File: src/design/rid_pkg.sv
package rid_pkg;
   // ----------------------------------------
   // opcode layout of the byte-oriented rotates
   // ----------------------------------------
   localparam logic [5:0] RID_OP_RLNC = 6'h11;
   localparam logic [5:0] RID_OP_RRC = 6'h0C;
   localparam int RID_OPC_HI = 15;
   localparam int RID_OPC_LO = 10;
   localparam int RID_DEST_BIT = 9;
   localparam int RID_BANK_BIT = 8;
   // ----------------------------------------
   // addressing
   // ----------------------------------------
   localparam logic [7:0] RID_INDEX_LIMIT = 8'h5F;
   localparam logic [7:0] RID_ACCESS_SPLIT = 8'h60;
   localparam logic [3:0] RID_ACCESS_HI_BANK = 4'hF;
   localparam logic [3:0] RID_ACCESS_LO_BANK = 4'h0;
   // ----------------------------------------
   // reset values and phases
   // ----------------------------------------
   localparam logic [7:0] RID_W_RST = 8'h00;
   localparam logic [11:0] RID_ADDR_RST = 12'h000;
   localparam logic RID_FLAG_RST = 1'b0;
   localparam logic [1:0] RID_PH_RST = 2'h0;
   typedef enum logic [1:0] {RID_Q1, RID_Q2, RID_Q3, RID_Q4} rid_phase_type;
endpackage

File: src/design/rid_rotate_datapath.sv
`timescale 1ns/10ps
`default_nettype none
// Operation
// - right rotate through carry: old carry into bit 7, bit 0 out to carry
// - destination bit zero: result goes to working register, source untouched
// - bank bit zero: address within access bank, bank select ignored
// - bank bit one: address is bank select register joined with file address
// - destination bit one: result written back into source register
// - bank bit zero with extended set: addresses up to 5Fh are indexed offsets
module rid_rotate_datapath
   import rid_pkg::*;
(
   input wire logic sys_clk_in,
   input wire logic sys_rst_in,
   input wire logic clk_en_in,
   input wire logic instr_valid_in,
   input wire logic [15:0] instr_in,
   input wire logic [3:0] bank_select_reg_in,
   input wire logic ext_instr_set_in,
   input wire logic [7:0] index_base_in,
   input wire logic [7:0] mem_rdata_in,
   input wire logic carry_in,
   output logic [11:0] mem_addr_out,
   output logic [7:0] mem_wdata_out,
   output logic mem_we_out,
   output logic [7:0] w_out,
   output logic carry_out,
   output logic negative_out,
   output logic zero_out,
   output logic busy_out
);
   // ----------------------------------------
   // decode
   // ----------------------------------------
   wire logic [5:0] opc = instr_in[RID_OPC_HI:RID_OPC_LO];
   wire logic is_rlnc = (opc == RID_OP_RLNC);
   wire logic is_rrc = (opc == RID_OP_RRC);
   wire logic dest_f = instr_in[RID_DEST_BIT];
   wire logic bank_a = instr_in[RID_BANK_BIT];
   wire logic [7:0] faddr = instr_in[7:0];
   wire logic indexed = !bank_a && ext_instr_set_in && (faddr <= RID_INDEX_LIMIT);
   wire logic [7:0] idx_addr = 8'(index_base_in + faddr);
   // access bank: low part in bank 0, upper part in the top bank
   wire logic [3:0] acc_bank = (faddr < RID_ACCESS_SPLIT) ? RID_ACCESS_LO_BANK : RID_ACCESS_HI_BANK;
   wire logic [11:0] eff_addr = indexed ? {RID_ACCESS_LO_BANK, idx_addr}
      : bank_a ? {bank_select_reg_in, faddr}
      : {acc_bank, faddr};
   wire logic start = instr_valid_in && (is_rlnc || is_rrc);
   // ----------------------------------------
   // state
   // ----------------------------------------
   rid_phase_type ph_reg, ph_next;
   logic busy_reg, busy_next;
   logic op_rrc_reg, dest_f_reg;
   logic [7:0] opnd_reg, res_reg;
   logic [11:0] addr_reg;
   logic [7:0] w_reg;
   logic c_reg, n_reg, z_reg, we_reg;
   // one strobe per phase; each already carries the clock enable, so a low
   // enable freezes every register that one of them enables without a second test
   wire logic take_en = clk_en_in && (ph_reg == RID_Q1) && start;
   wire logic fetch_en = clk_en_in && (ph_reg == RID_Q2);
   wire logic calc_en = clk_en_in && (ph_reg == RID_Q3);
   wire logic store_en = clk_en_in && (ph_reg == RID_Q4);
   // ----------------------------------------
   // phase sequencer
   // ----------------------------------------
   always_comb begin
      case (ph_reg)
         RID_Q1: ph_next = start ? RID_Q2 : RID_Q1;
         RID_Q2: ph_next = RID_Q3;
         RID_Q3: ph_next = RID_Q4;
         RID_Q4: ph_next = RID_Q1;
         default: ph_next = RID_Q1;
      endcase
   end
   // busy is registered so that it leaves the block from a flip-flop; it
   // follows the phase register edge for edge and covers Q2..Q4
   assign busy_next = (ph_next != RID_Q1);
   always_ff @(posedge sys_clk_in or posedge sys_rst_in) begin
      if (sys_rst_in) begin
         ph_reg <= RID_Q1;
         busy_reg <= RID_FLAG_RST;
      end else if (clk_en_in) begin
         ph_reg <= ph_next;
         busy_reg <= busy_next;
      end
   end
   // ----------------------------------------
   // Q1: decode, latch the operand address
   // ----------------------------------------
   always_ff @(posedge sys_clk_in or posedge sys_rst_in) begin
      if (sys_rst_in) begin
         op_rrc_reg <= RID_FLAG_RST;
         dest_f_reg <= RID_FLAG_RST;
         addr_reg <= RID_ADDR_RST;
      end else if (take_en) begin
         op_rrc_reg <= is_rrc;
         dest_f_reg <= dest_f;
         addr_reg <= eff_addr;
      end
   end
   // ----------------------------------------
   // Q2: read register f
   // ----------------------------------------
   always_ff @(posedge sys_clk_in or posedge sys_rst_in) begin
      if (sys_rst_in) begin
         opnd_reg <= RID_W_RST;
      end else if (fetch_en) begin
         opnd_reg <= mem_rdata_in;
      end
   end
   // ----------------------------------------
   // Q3: process data, flags
   // ----------------------------------------
   wire logic [7:0] rot_l = {opnd_reg[6:0], opnd_reg[7]};
   wire logic [7:0] rot_r = {c_reg, opnd_reg[7:1]};
   wire logic [7:0] rot = op_rrc_reg ? rot_r : rot_l;
   // the left rotate keeps the carry it was given at decode; only the right
   // rotate replaces it with the bit shifted out of bit 0
   wire logic c_next = take_en ? carry_in : (calc_en && op_rrc_reg) ? opnd_reg[0] : c_reg;
   always_ff @(posedge sys_clk_in or posedge sys_rst_in) begin
      if (sys_rst_in) begin
         res_reg <= RID_W_RST;
         n_reg <= RID_FLAG_RST;
         z_reg <= RID_FLAG_RST;
      end else if (calc_en) begin
         res_reg <= rot;
         n_reg <= rot[7];
         z_reg <= (rot == 8'h00);
      end
   end
   always_ff @(posedge sys_clk_in or posedge sys_rst_in) begin
      if (sys_rst_in) begin
         c_reg <= RID_FLAG_RST;
      end else if (clk_en_in) begin
         c_reg <= c_next;
      end
   end
   // ----------------------------------------
   // Q4: write to destination
   // ----------------------------------------
   // the memory strobe stands for one enabled cycle, in the Q1 that follows
   wire logic we_next = store_en && dest_f_reg;
   wire logic w_load = store_en && !dest_f_reg;
   always_ff @(posedge sys_clk_in or posedge sys_rst_in) begin
      if (sys_rst_in) begin
         we_reg <= RID_FLAG_RST;
      end else if (clk_en_in) begin
         we_reg <= we_next;
      end
   end
   always_ff @(posedge sys_clk_in or posedge sys_rst_in) begin
      if (sys_rst_in) begin
         w_reg <= RID_W_RST;
      end else if (w_load) begin
         w_reg <= res_reg;
      end
   end
   // ----------------------------------------
   // outputs
   // ----------------------------------------
   assign mem_addr_out = addr_reg;
   assign mem_wdata_out = res_reg;
   assign mem_we_out = we_reg;
   assign w_out = w_reg;
   assign carry_out = c_reg;
   assign negative_out = n_reg;
   assign zero_out = z_reg;
   assign busy_out = busy_reg;
endmodule
`default_nettype wire

File: config.mk
export PLATFORM = sky130hd
export DESIGN_NAME = rid_rotate_datapath
export DESIGN_NICKNAME = d
export VERILOG_FILES = /design/src/design/rid_pkg.sv /design/src/design/rid_rotate_datapath.sv
export SDC_FILE = /design/constraint.sdc
export NUM_CORES = 1
export LEC_CHECK = 0
export BUFFER_PORTS_ARGS = -buffer_cell sky130_fd_sc_hd__clkbuf_2
export CAP_MARGIN = 20
export CORE_ASPECT_RATIO = 0.9
export CORE_MARGIN = 1.5
export CORE_UTILIZATION = 50
export DETAILED_ROUTE_END_ITERATION = 10
export GPL_TIMING_DRIVEN = 0
export HOLD_SLACK_MARGIN = 0.06
export PLACE_DENSITY = 0.88
export SETUP_SLACK_MARGIN = 0.2
export SYNTH_ARGS = -nofsm -noshare
export SYNTH_HDL_FRONTEND = slang
export SYNTH_SLANG_ARGS = --single-unit
export TNS_END_PERCENT = 20
File: constraint.sdc
create_clock -name sys_clk_in -period 4.9 [get_ports sys_clk_in]
set_input_delay 0.49 -clock sys_clk_in [delete_from_list [all_inputs] [get_ports sys_clk_in]]
set_output_delay 0.49 -clock sys_clk_in [all_outputs]
set_load 0.1 [all_outputs]
; Yosys cells after proc, flatten, opt, wreduce, memory -nomap -nowiden
; Cells that the tools add are included.
[classes]
n_reduce_logical = 19
order_cmp = 2
eq_ne = 5
muxes = 8
bitwise_logic = 0
mul = 0
div = 0
shift = 0
n_addsub = 1
[op_table]
columns = op, n
row1 = $mux 12, 2
row2 = $logic_and 1x1->1, 11
row3 = $add 8x8->8, 1
row4 = $le 8x7->1 const B, 1
row5 = $logic_not 8->1, 1
row6 = $lt 8x7->1 const B, 1
row7 = $mux 8, 1
row8 = $pmux 2 s4, 1
row9 = $eq 6x4->1 const B, 1
row10 = $eq 6x5->1 const B, 1
row11 = $eq 2x2->1 const B, 2
row12 = $mux 4, 1
row13 = $reduce_bool 2->1, 2
row14 = $mux 1, 3
row15 = $eq 2x1->1 const B, 1
row16 = $logic_not 1->1, 2
row17 = $logic_not 2->1, 1
row18 = $reduce_and 2->1, 1
row19 = $logic_or 1x1->1, 1
[word_totals]
out_inout_bits = 33
mem_bits_ro = 0
latchBits = 0
ff_bits = 45
inputBits = 42
mem_bits_rw = 0
n_memories = 0

; Longest topological paths before layout
; Gate-level depths: netlist (run 1).
[depth]
word_depth = 6
ltp_mapped = 8
depth_no_buf = 8

; Least setup slack after synthesis (run 1)
; Ideal clock, no wire load.
[synth_path]
path_kind = register to output
from = register res_reg[7], in the netlist mem_wdata_out[7]
to = output port mem_wdata_out[7]
arrival_ps = 1353
setup_slack_ps = 3057
path_stages_with_launch = 2
cell_sequence = dfrtp_1 > buf_4
[synth_rtl]
columns = item, line
row1 = from (decl), rid_rotate_datapath.sv:55  ; logic [7:0] opnd_reg, res_reg;
row2 = from (signal assigned), rid_rotate_datapath.sv:128  ; res_reg <= rot;
row3 = to (decl), rid_rotate_datapath.sv:24  ; output logic [7:0] mem_wdata_out,
; No word-level cell between the ends.

; Final worst setup path (run 1)
[layout_path]
from = register ph_reg[0]
to = register op_rrc_reg
[layout_between]
elab_chain_cells = 3
[layout_rtl]
columns = item, line
row1 = from (decl), rid_rotate_datapath.sv:52  ; rid_phase_type ph_reg, ph_next;
row2 = from (signal assigned), rid_rotate_datapath.sv:85  ; ph_reg <= ph_next;
row3 = $logic_not 2->1, rid_rotate_datapath.sv:61  ; wire logic take_en = clk_en_in && (ph_reg == RID_Q1) && start;
row4 = $logic_and 1x1->1 (2 in series), rid_rotate_datapath.sv:61
row5 = to (signal assigned), rid_rotate_datapath.sv:98  ; op_rrc_reg <= is_rrc;
row6 = to (decl), rid_rotate_datapath.sv:54  ; logic op_rrc_reg, dest_f_reg;
; No other way between the ends.
; A chain may end at the register's enable or synchronous reset.

==> results of run 1 <==
final timing paths:
kind	to	cells past startpoint	slack (ns)
setup / recovery	op_rrc_reg$_DFFE_PP0N_	6	2.87
hold / removal	mem_addr_out[1]$_DFFE_PP0N_	2	0.36
setup reg to reg	op_rrc_reg$_DFFE_PP0N_	6	2.87
hold reg to reg	mem_addr_out[5]$_DFFE_PP0N_	2	0.49
max in group asynchronous	mem_we_out$_DFFE_PP0P_	2	3.99
min in group sys_clk_in	opnd_reg[7]$_DFFE_PP0P_	2	0.42
routing by layer:
| layer | share of wire (%) | track usage [%] | vias up |
|---|---|---|---|
| met3 | 4.1 | 5.446 | 10 |
| met5 | 0 | 0 | - |
| met1 | 43 | 25.51 | 906 |
| met4 | 1.8 | 9.954 | 0 |
| met2 | 51 | 39.64 | 53 |
| li1 | - | - | 925 |
cells by family (layout without fill, tap and decap cells):
logic type      Yosys count  after routing  synth area share, %
simple gates             59             59                12.88
mux                      32             32                15.16
compound gates           47             47                12.72
buf+inv                  19            101                3.387
fa+ha+maj                12             12                6.996
flops                    44             44                48.86
where the power goes:
part | internal (mW) | switching [mW]
Clock | 0.112 | 0.119
Combinational | 0.190 | 0.802
Sequential | 0.485 | 0.0960
synthesized netlist by cell type (2+ instances only):
library cell | number | share of area [%]
nand3_1 | 8 | 1.8
clkbuf_1 | 7 | 1.2
inv_1 | 10 | 1.7
nor2b_1 | 2 | 0.56
ha_1 | 11 | 6.1
nor3_2 | 2 | 0.89
o21ai_1 | 10 | 2.2
nand2_1 | 26 | 4.3
a211oi_1 | 3 | 1.0
dfrtp_1 | 44 | 49
a21oi_1 | 10 | 2.2
nor3_1 | 7 | 1.6
mux2_2 | 16 | 8.0
o21ai_0 | 13 | 2.9
or2_2 | 2 | 0.56
mux2i_1 | 15 | 6.7
nand4bb_1 | 2 | 1.0
a21o_1 | 2 | 0.67
nor2_1 | 6 | 1.0
nand3b_1 | 2 | 0.67
through the flow:
step / util [%] / power [mW] / instances / hold WS (ns) / worst slack, ns
6_report: 66.28 / 1.804 / 355 / 0.3580 / 2.872
3_3_place_gp: 64.08 / 1.552 / 347 / 0.4646 / 2.854
4_1_cts: 66.28 / 1.812 / 355 / 0.3852 / 2.849
5_1_grt: 66.28 / 1.892 / 355 / 0.4136 / 2.665
3_5_place_dp: 64.08 / 1.583 / 347 / 0.4706 / 2.795
2_1_floorplan: - / 1.397 / 213 / 0.4723 / 3.057
final cells by class:
type | count | area [um2] | area share [%]
sequential | 44 | 1101 | 39.44
multi-input combinational | 150 | 1076 | 38.55
timing repair buffer | 74 | 370.4 | 13.27
clock buffer | 6 | 82.58 | 2.958
tap | 60 | 75.07 | 2.689
buffer | 9 | 38.79 | 1.390
inverter | 10 | 37.54 | 1.345
clock inverter | 2 | 10.01 | 0.3586
worst max-delay path: cells and delay by family, from the launching register on:
family / cells / cell delay [ns]
adder cells (fa/ha/maj): 1 / 0.22
AO/OA/AOI/OAI: 2 / 0.78
buffers and inverters: 2 / 0.36
AND/OR/NAND/NOR: 1 / 0.13
flip-flops: 1 / 0.41
==> impl_metrics.csv, run 1 <==
group,metric,value,unit
sta,skew,0.003638,ns
status,status,"completed",
worst_setup_path,crit_start,"ph_reg[0]$_DFFE_PP0P_",
clock_tree,cts_tree,"yes",
logic_synthesis,yosysSeqAreaShare,48.86,%
drt,viasPerCell,5.335,
clock_tree,cts.clk_slew.worst_paths,0.08,ns
global_route,grt_pass1_vias,1889,
layout,insertedDiodeCount,0,
clock_tree,cts_hold_buf,0,
floorplan,start_util,53.51,%
sta,worst_pin_slew,0.8781,ns
drt,drc_errors,0,
clock_tree,numCtsBuffers,5,
floorplan,num_rows,22,
drt,wirelength,4.925,mm
layout,fill_cells,351,
power,p_leak,1.414,nW
drt,avgRoutedWirePerCell,13.87,um
clock_tree,clockBufferDepth,2,
floorplan,die-area,4919,um2
drt,ant_nets,0,
flow_run,drv_cap,0,
worst_setup_path,critical_path_class,"flip-flop to flip-flop",
logic_synthesis,ys_warn_count,0,
layout,mostFrequentLayoutCells,"74 x clkbuf_2, 44 x dfrtp_1, 26 x nand2_1",
global_route,grt-ovfl-total,0,
sta,period_needed,2.028,ns
worst_setup_path,slowest_delay,0.47,ns
sta,clock.fmax,493.1,MHz
logic_synthesis,synth-seq-cells,44,
power,cellPowerDensity,646.1,nW/um2
drt,dr.pass1.iters,4,
logic_synthesis,netlist_area,2253,um2
layout,largest_reg_flops,12,
sta,final-hold-violation-count,0,
layout,layout-drive-gt1-share,35.93,%
sta,slew_headroom,41.37,%
global_route,antenna_found_initial,0,
floorplan,core_area,4212,um2
clock_tree,h-tree-depth,2,
sta,period_share,41.38,%
sta,rsz0062_at_grt,"false",
floorplan,die_w,73.77,um
drt,vias,1894,
hold_path,hp-class,"input pin to async pin",
worst_setup_path,cp-end-kind,"flip-flop",
worst_setup_path,r2r-start,"ph_reg[0]$_DFFE_PP0P_",
logic_synthesis,async_flop_share,100.0,%
worst_setup_path,required,5.07,ns
clock_tree,root_buffer,"clkbuf_8",
floorplan,die_h,66.69,um
logic_synthesis,syn_inst,213,
place,dpl_cell_area,2699,um2
place,finalWeightedCongestion,0.8373,
worst_setup_path,crit_path_start_kind,"flip-flop",
logic_synthesis,synth_cell_types,35,
logic_synthesis,synth_ff_type,"dfrtp_1",
place,io_buffers,74,
global_route,grt_max_degree,45,
worst_setup_path,cp_cell_sequence,"inv_1 > ha_1 > nand3_1 > a2111o_1 > buf_2 > o41ai_1",
clock_tree,cts_setup_buffers,0,
layout,layout.nets,348,
logic_synthesis,synth_edf_count,0,
global_route,grt_pass1_wl,8.307,mm
clock_tree,ctsResizeCount,0,
worst_setup_path,arrival,2.20,ns
global_route,grtUsageTotal,22.43,%
logic_synthesis,syn-num-nets,267,
logic_synthesis,syn_area_per_cell,10.58,um2
layout,design_area,2791,um2
power,vdd_drop_max,0.3978,mV
place,dpl.hpwl,3.889,mm
worst_setup_path,crit_path_top_delay_cell,"a2111o_1",
sta,setup_viol,0,
clock_tree,cts_sinks,44,
floorplan,ios,75,
layout,final_common_cell,"clkbuf_2",
drt,drtIter0Drc,74,
sta,fin_setup_tns,0,ns
sta,maxSlewViolCount,0,
worst_setup_path,critPathMaxFanout,10,
layout,syn_to_final_growth,23.88,%
clock_tree,clk_latency,0.29,ns
Power figures use the tool's default switching activity.
==> run 2, diff against run 1 <==
Settings changed: ABC_AREA set to 1, CORE_UTILIZATION 50 to 46, PLACE_DENSITY 0.88 to 0.85.
Clock period 4.9 ns to 1.7 ns, I/O delays scaled along.
==> run 2 against run 1 <==
Effect of this change: worst hold slack worse by 0.29 ns; utilization is 3.1 points lower; synthesized cell count is 42% higher; sequential power grew to 2.8 times the previous value; global-route usage is 1.8 points lower; fmax is 44% higher; sequential cell count stayed put.
==> impl_metrics.csv, run 2 <==
group,metric,value,unit
drt,avgRoutedWirePerCell,12.07,um
drt,drc_errors,0,
global_route,grtUsageTotal,20.66,%
drt,dr.pass1.iters,4,
sta,rsz0062_at_grt,"false",
sta,skew,0.002772,ns
layout,insertedDiodeCount,0,
global_route,grt-ovfl-total,0,
hold_path,min_path_cells,3,
worst_setup_path,required,1.88,ns
logic_synthesis,syn-num-nets,356,
worst_setup_path,cp_cell_sequence,"inv_2 > ha_4 > nand2_2 > nor2_2 > nand2_2 > buf_4 > nand2_1 > nand2_1",
worst_setup_path,slowest_delay,0.42,ns
place,io_buffers,73,
layout,final_util,63.13,%
drt,viasPerCell,4.903,
drt,ant_nets,0,
logic_synthesis,ys_warn_count,0,
logic_synthesis,synth_common_cells,"98 x nand2_1, 44 x dfrtp_1, 39 x inv_1",
floorplan,num_rows,24,
place,placedCellCount,441,
sta,final-hold-violation-count,0,
logic_synthesis,yosysSeqAreaShare,45.45,%
worst_setup_path,cp-end-kind,"flip-flop",
floorplan,die-area,5711,um2
sta,clock.fmax,711.0,MHz
logic_synthesis,synth_edf_count,0,
layout,final_common_cell,"nand2_1",
floorplan,die_h,71.84,um
floorplan,start_util,48.89,%
logic_synthesis,synth_top_area_cell,"dfrtp_1",
power,p_leak,1.763,nW
logic_synthesis,synth_cell_types,27,
sta,fin_setup_tns,0,ns
power,cellPowerDensity,1800,nW/um2
worst_setup_path,critical_path_class,"flip-flop to flip-flop",
place,dpl_cell_area,2890,um2
sta,slew_headroom,63.78,%
floorplan,ios,75,
sta,maxSlewViolCount,0,
sta,period_share,82.73,%
logic_synthesis,async_flop_share,100.0,%
logic_synthesis,syn_inst,302,
layout,fill_cells,435,
worst_setup_path,path_buf_inv,2,
power,vdd_drop_max,1.347,mV
layout,layout-drive-gt1-share,31.62,%
layout,largest_reg_flops,12,
drt,wirelength,5.481,mm
sta,whs,0.06906,ns
clock_tree,cts_sinks,44,
drt,drtIter0Drc,106,
worst_setup_path,arrival,1.59,ns
logic_synthesis,netlist_area,2422,um2
worst_setup_path,cp.depth,8,
floorplan,core_area,4955,um2
logic_synthesis,syn_area_per_cell,8.021,um2
logic_synthesis,synth-seq-cells,44,
layout,stdcell_count,454,
clock_tree,clk_latency,0.29,ns
place,finalWeightedCongestion,0.8609,
logic_synthesis,synth_most_common_cell,"nand2_1",
logic_synthesis,synth_ff_type,"dfrtp_1",
layout,layout.nets,442,
sta,setup_viol,0,
layout,syn_to_final_growth,29.13,%
hold_path,hp-class,"input pin to flip-flop",
worst_setup_path,crit_path_top_delay_cell,"dfrtp_1",
worst_setup_path,crit_path_start_kind,"flip-flop",
clock_tree,numCtsBuffers,5,
sta,period_needed,1.406,ns
layout,design_area,3128,um2
logic_synthesis,synth_area_leaders,"dfrtp_1 45%, nand2_1 15%, inv_1 6.0%",
clock_tree,clockBufferDepth,2,
global_route,grt_pass1_wl,9.363,mm
worst_setup_path,critPathMaxFanout,10,
place,dpl.hpwl,4.144,mm
global_route,grt_max_degree,45,
status,status,"completed",
flow_run,drv_cap,0,
global_route,grt_pass1_vias,2135,
clock_tree,root_buffer,"clkbuf_8",
worst_setup_path,cp_top_family,"flip-flops",
drt,vias,2226,
clock_tree,cts_tree,"yes",
global_route,antenna_found_initial,0,
logic_synthesis,synth_top_area_share,45.45,%
sta,worst_pin_slew,0.5457,ns
clock_tree,h-tree-depth,2,
worst_setup_path,worstRegToRegCells,8,
clock_tree,cts.clk_slew.worst_paths,0.08,ns
floorplan,die_w,79.49,um
layout,mostFrequentLayoutCells,"97 x nand2_1, 73 x clkbuf_2, 43 x dfrtp_1",
[run 2: cell types whose count changed in the layout (fill, tap and decap cells not counted), sizes merged, moves of 3 or more]
cell / previous run / this run
nand2: 26 / 100
inv: 10 / 41
nor2: 6 / 22
mux2i: 15 / 0
buf: 2 / 16
mux2: 17 / 4
clkbuf: 87 / 79
nand3: 8 / 16
nor3: 9 / 2
bufinv: 0 / 3
nand4: 0 / 3
o211ai: 0 / 3
o21ai: 23 / 26
[run 2: kinds of logic after synthesis]
group | after synthesis | synth area share, %
mux | 4 | 1.859
xor+xnor | 1 | 0.3616
buf+inv | 53 | 10.59
fa+ha+maj | 12 | 6.508
compound gates | 43 | 10.59
flops | 44 | 45.45
simple gates | 145 | 24.64
[run 2: worst paths after layout]
check / from / to / slack [ns]
worst max-delay path: ph_reg[1]$_DFFE_PP0P_ / mem_addr_out[1]$_DFFE_PP0N_ / 0.29
worst min-delay path: carry_in / carry_out$_DFFE_PP0P_ / 0.07
worst max register to register: ph_reg[1]$_DFFE_PP0P_ / mem_addr_out[1]$_DFFE_PP0N_ / 0.29
worst min register to register: zero_out$_DFFE_PP0N_ / zero_out$_DFFE_PP0N_ / 0.49
max in group asynchronous: sys_rst_in / mem_wdata_out[7]$_DFFE_PP0N_ / 1.04
min in group asynchronous: sys_rst_in / opnd_reg[1]$_DFFE_PP0P_ / 0.45
[run 2: per-stage QoR]
step / power, mW / setup slack [ns]
3_5_place_dp: 4.485 / 0.1254
2_1_floorplan: 3.964 / 0.2663
6_report: 5.631 / 0.2935
3_3_place_gp: 4.420 / -0.1762
5_1_grt: 5.920 / 0.1841
4_1_cts: 5.586 / 0.2275
[run 2: metal layers]
layer | part of all wire [%] | wire length [um] | track usage (%)
met4 | 1.1 | 59 | 5.458
met5 | 0 | 0 | 0
met2 | 48 | 2637 | 33.99
met3 | 5.0 | 273 | 4.076
met1 | 46 | 2510 | 28.00
[run 2: worst min-delay path, cell delays in order]
cell and delay [ns]:
clkbuf_2 0.07, nand2_1 0.04, nand2_1 0.04
[run 2: cell type report]
| class | instances | area, um2 | share of cell area [%] |
|---|---|---|---|
| plain buffers | 12 | 108.9 | 3.480 |
| clock buffers | 5 | 68.82 | 2.200 |
| clock inverters | 3 | 90.09 | 2.880 |
| inverters | 41 | 156.4 | 5.000 |
| multi-input cells | 205 | 1080 | 34.52 |
| flip-flops and latches | 44 | 1102 | 35.24 |
| well taps | 65 | 81.33 | 2.600 |
| repair buffers | 79 | 440.4 | 14.08 |
[run 2: what timing repair did]
action                                 in CTS  in global routing
gates resized for setup                     1                  7
cloned                                      0                  2
setup endpoints to repair                   1                 16
pin swaps                                   0                  3
endpoints found under the hold margin      44                  0
hold buffers                                1                  0
buffers inserted                            0                  2
[run 2: where the power goes]
part / internal (mW) / switching (mW) / leakage (nW)
Clock: 0.735 / 0.349 / 0.0784
Combinational: 0.561 / 2.39 / 1.13
Sequential: 1.39 / 0.211 / 0.559
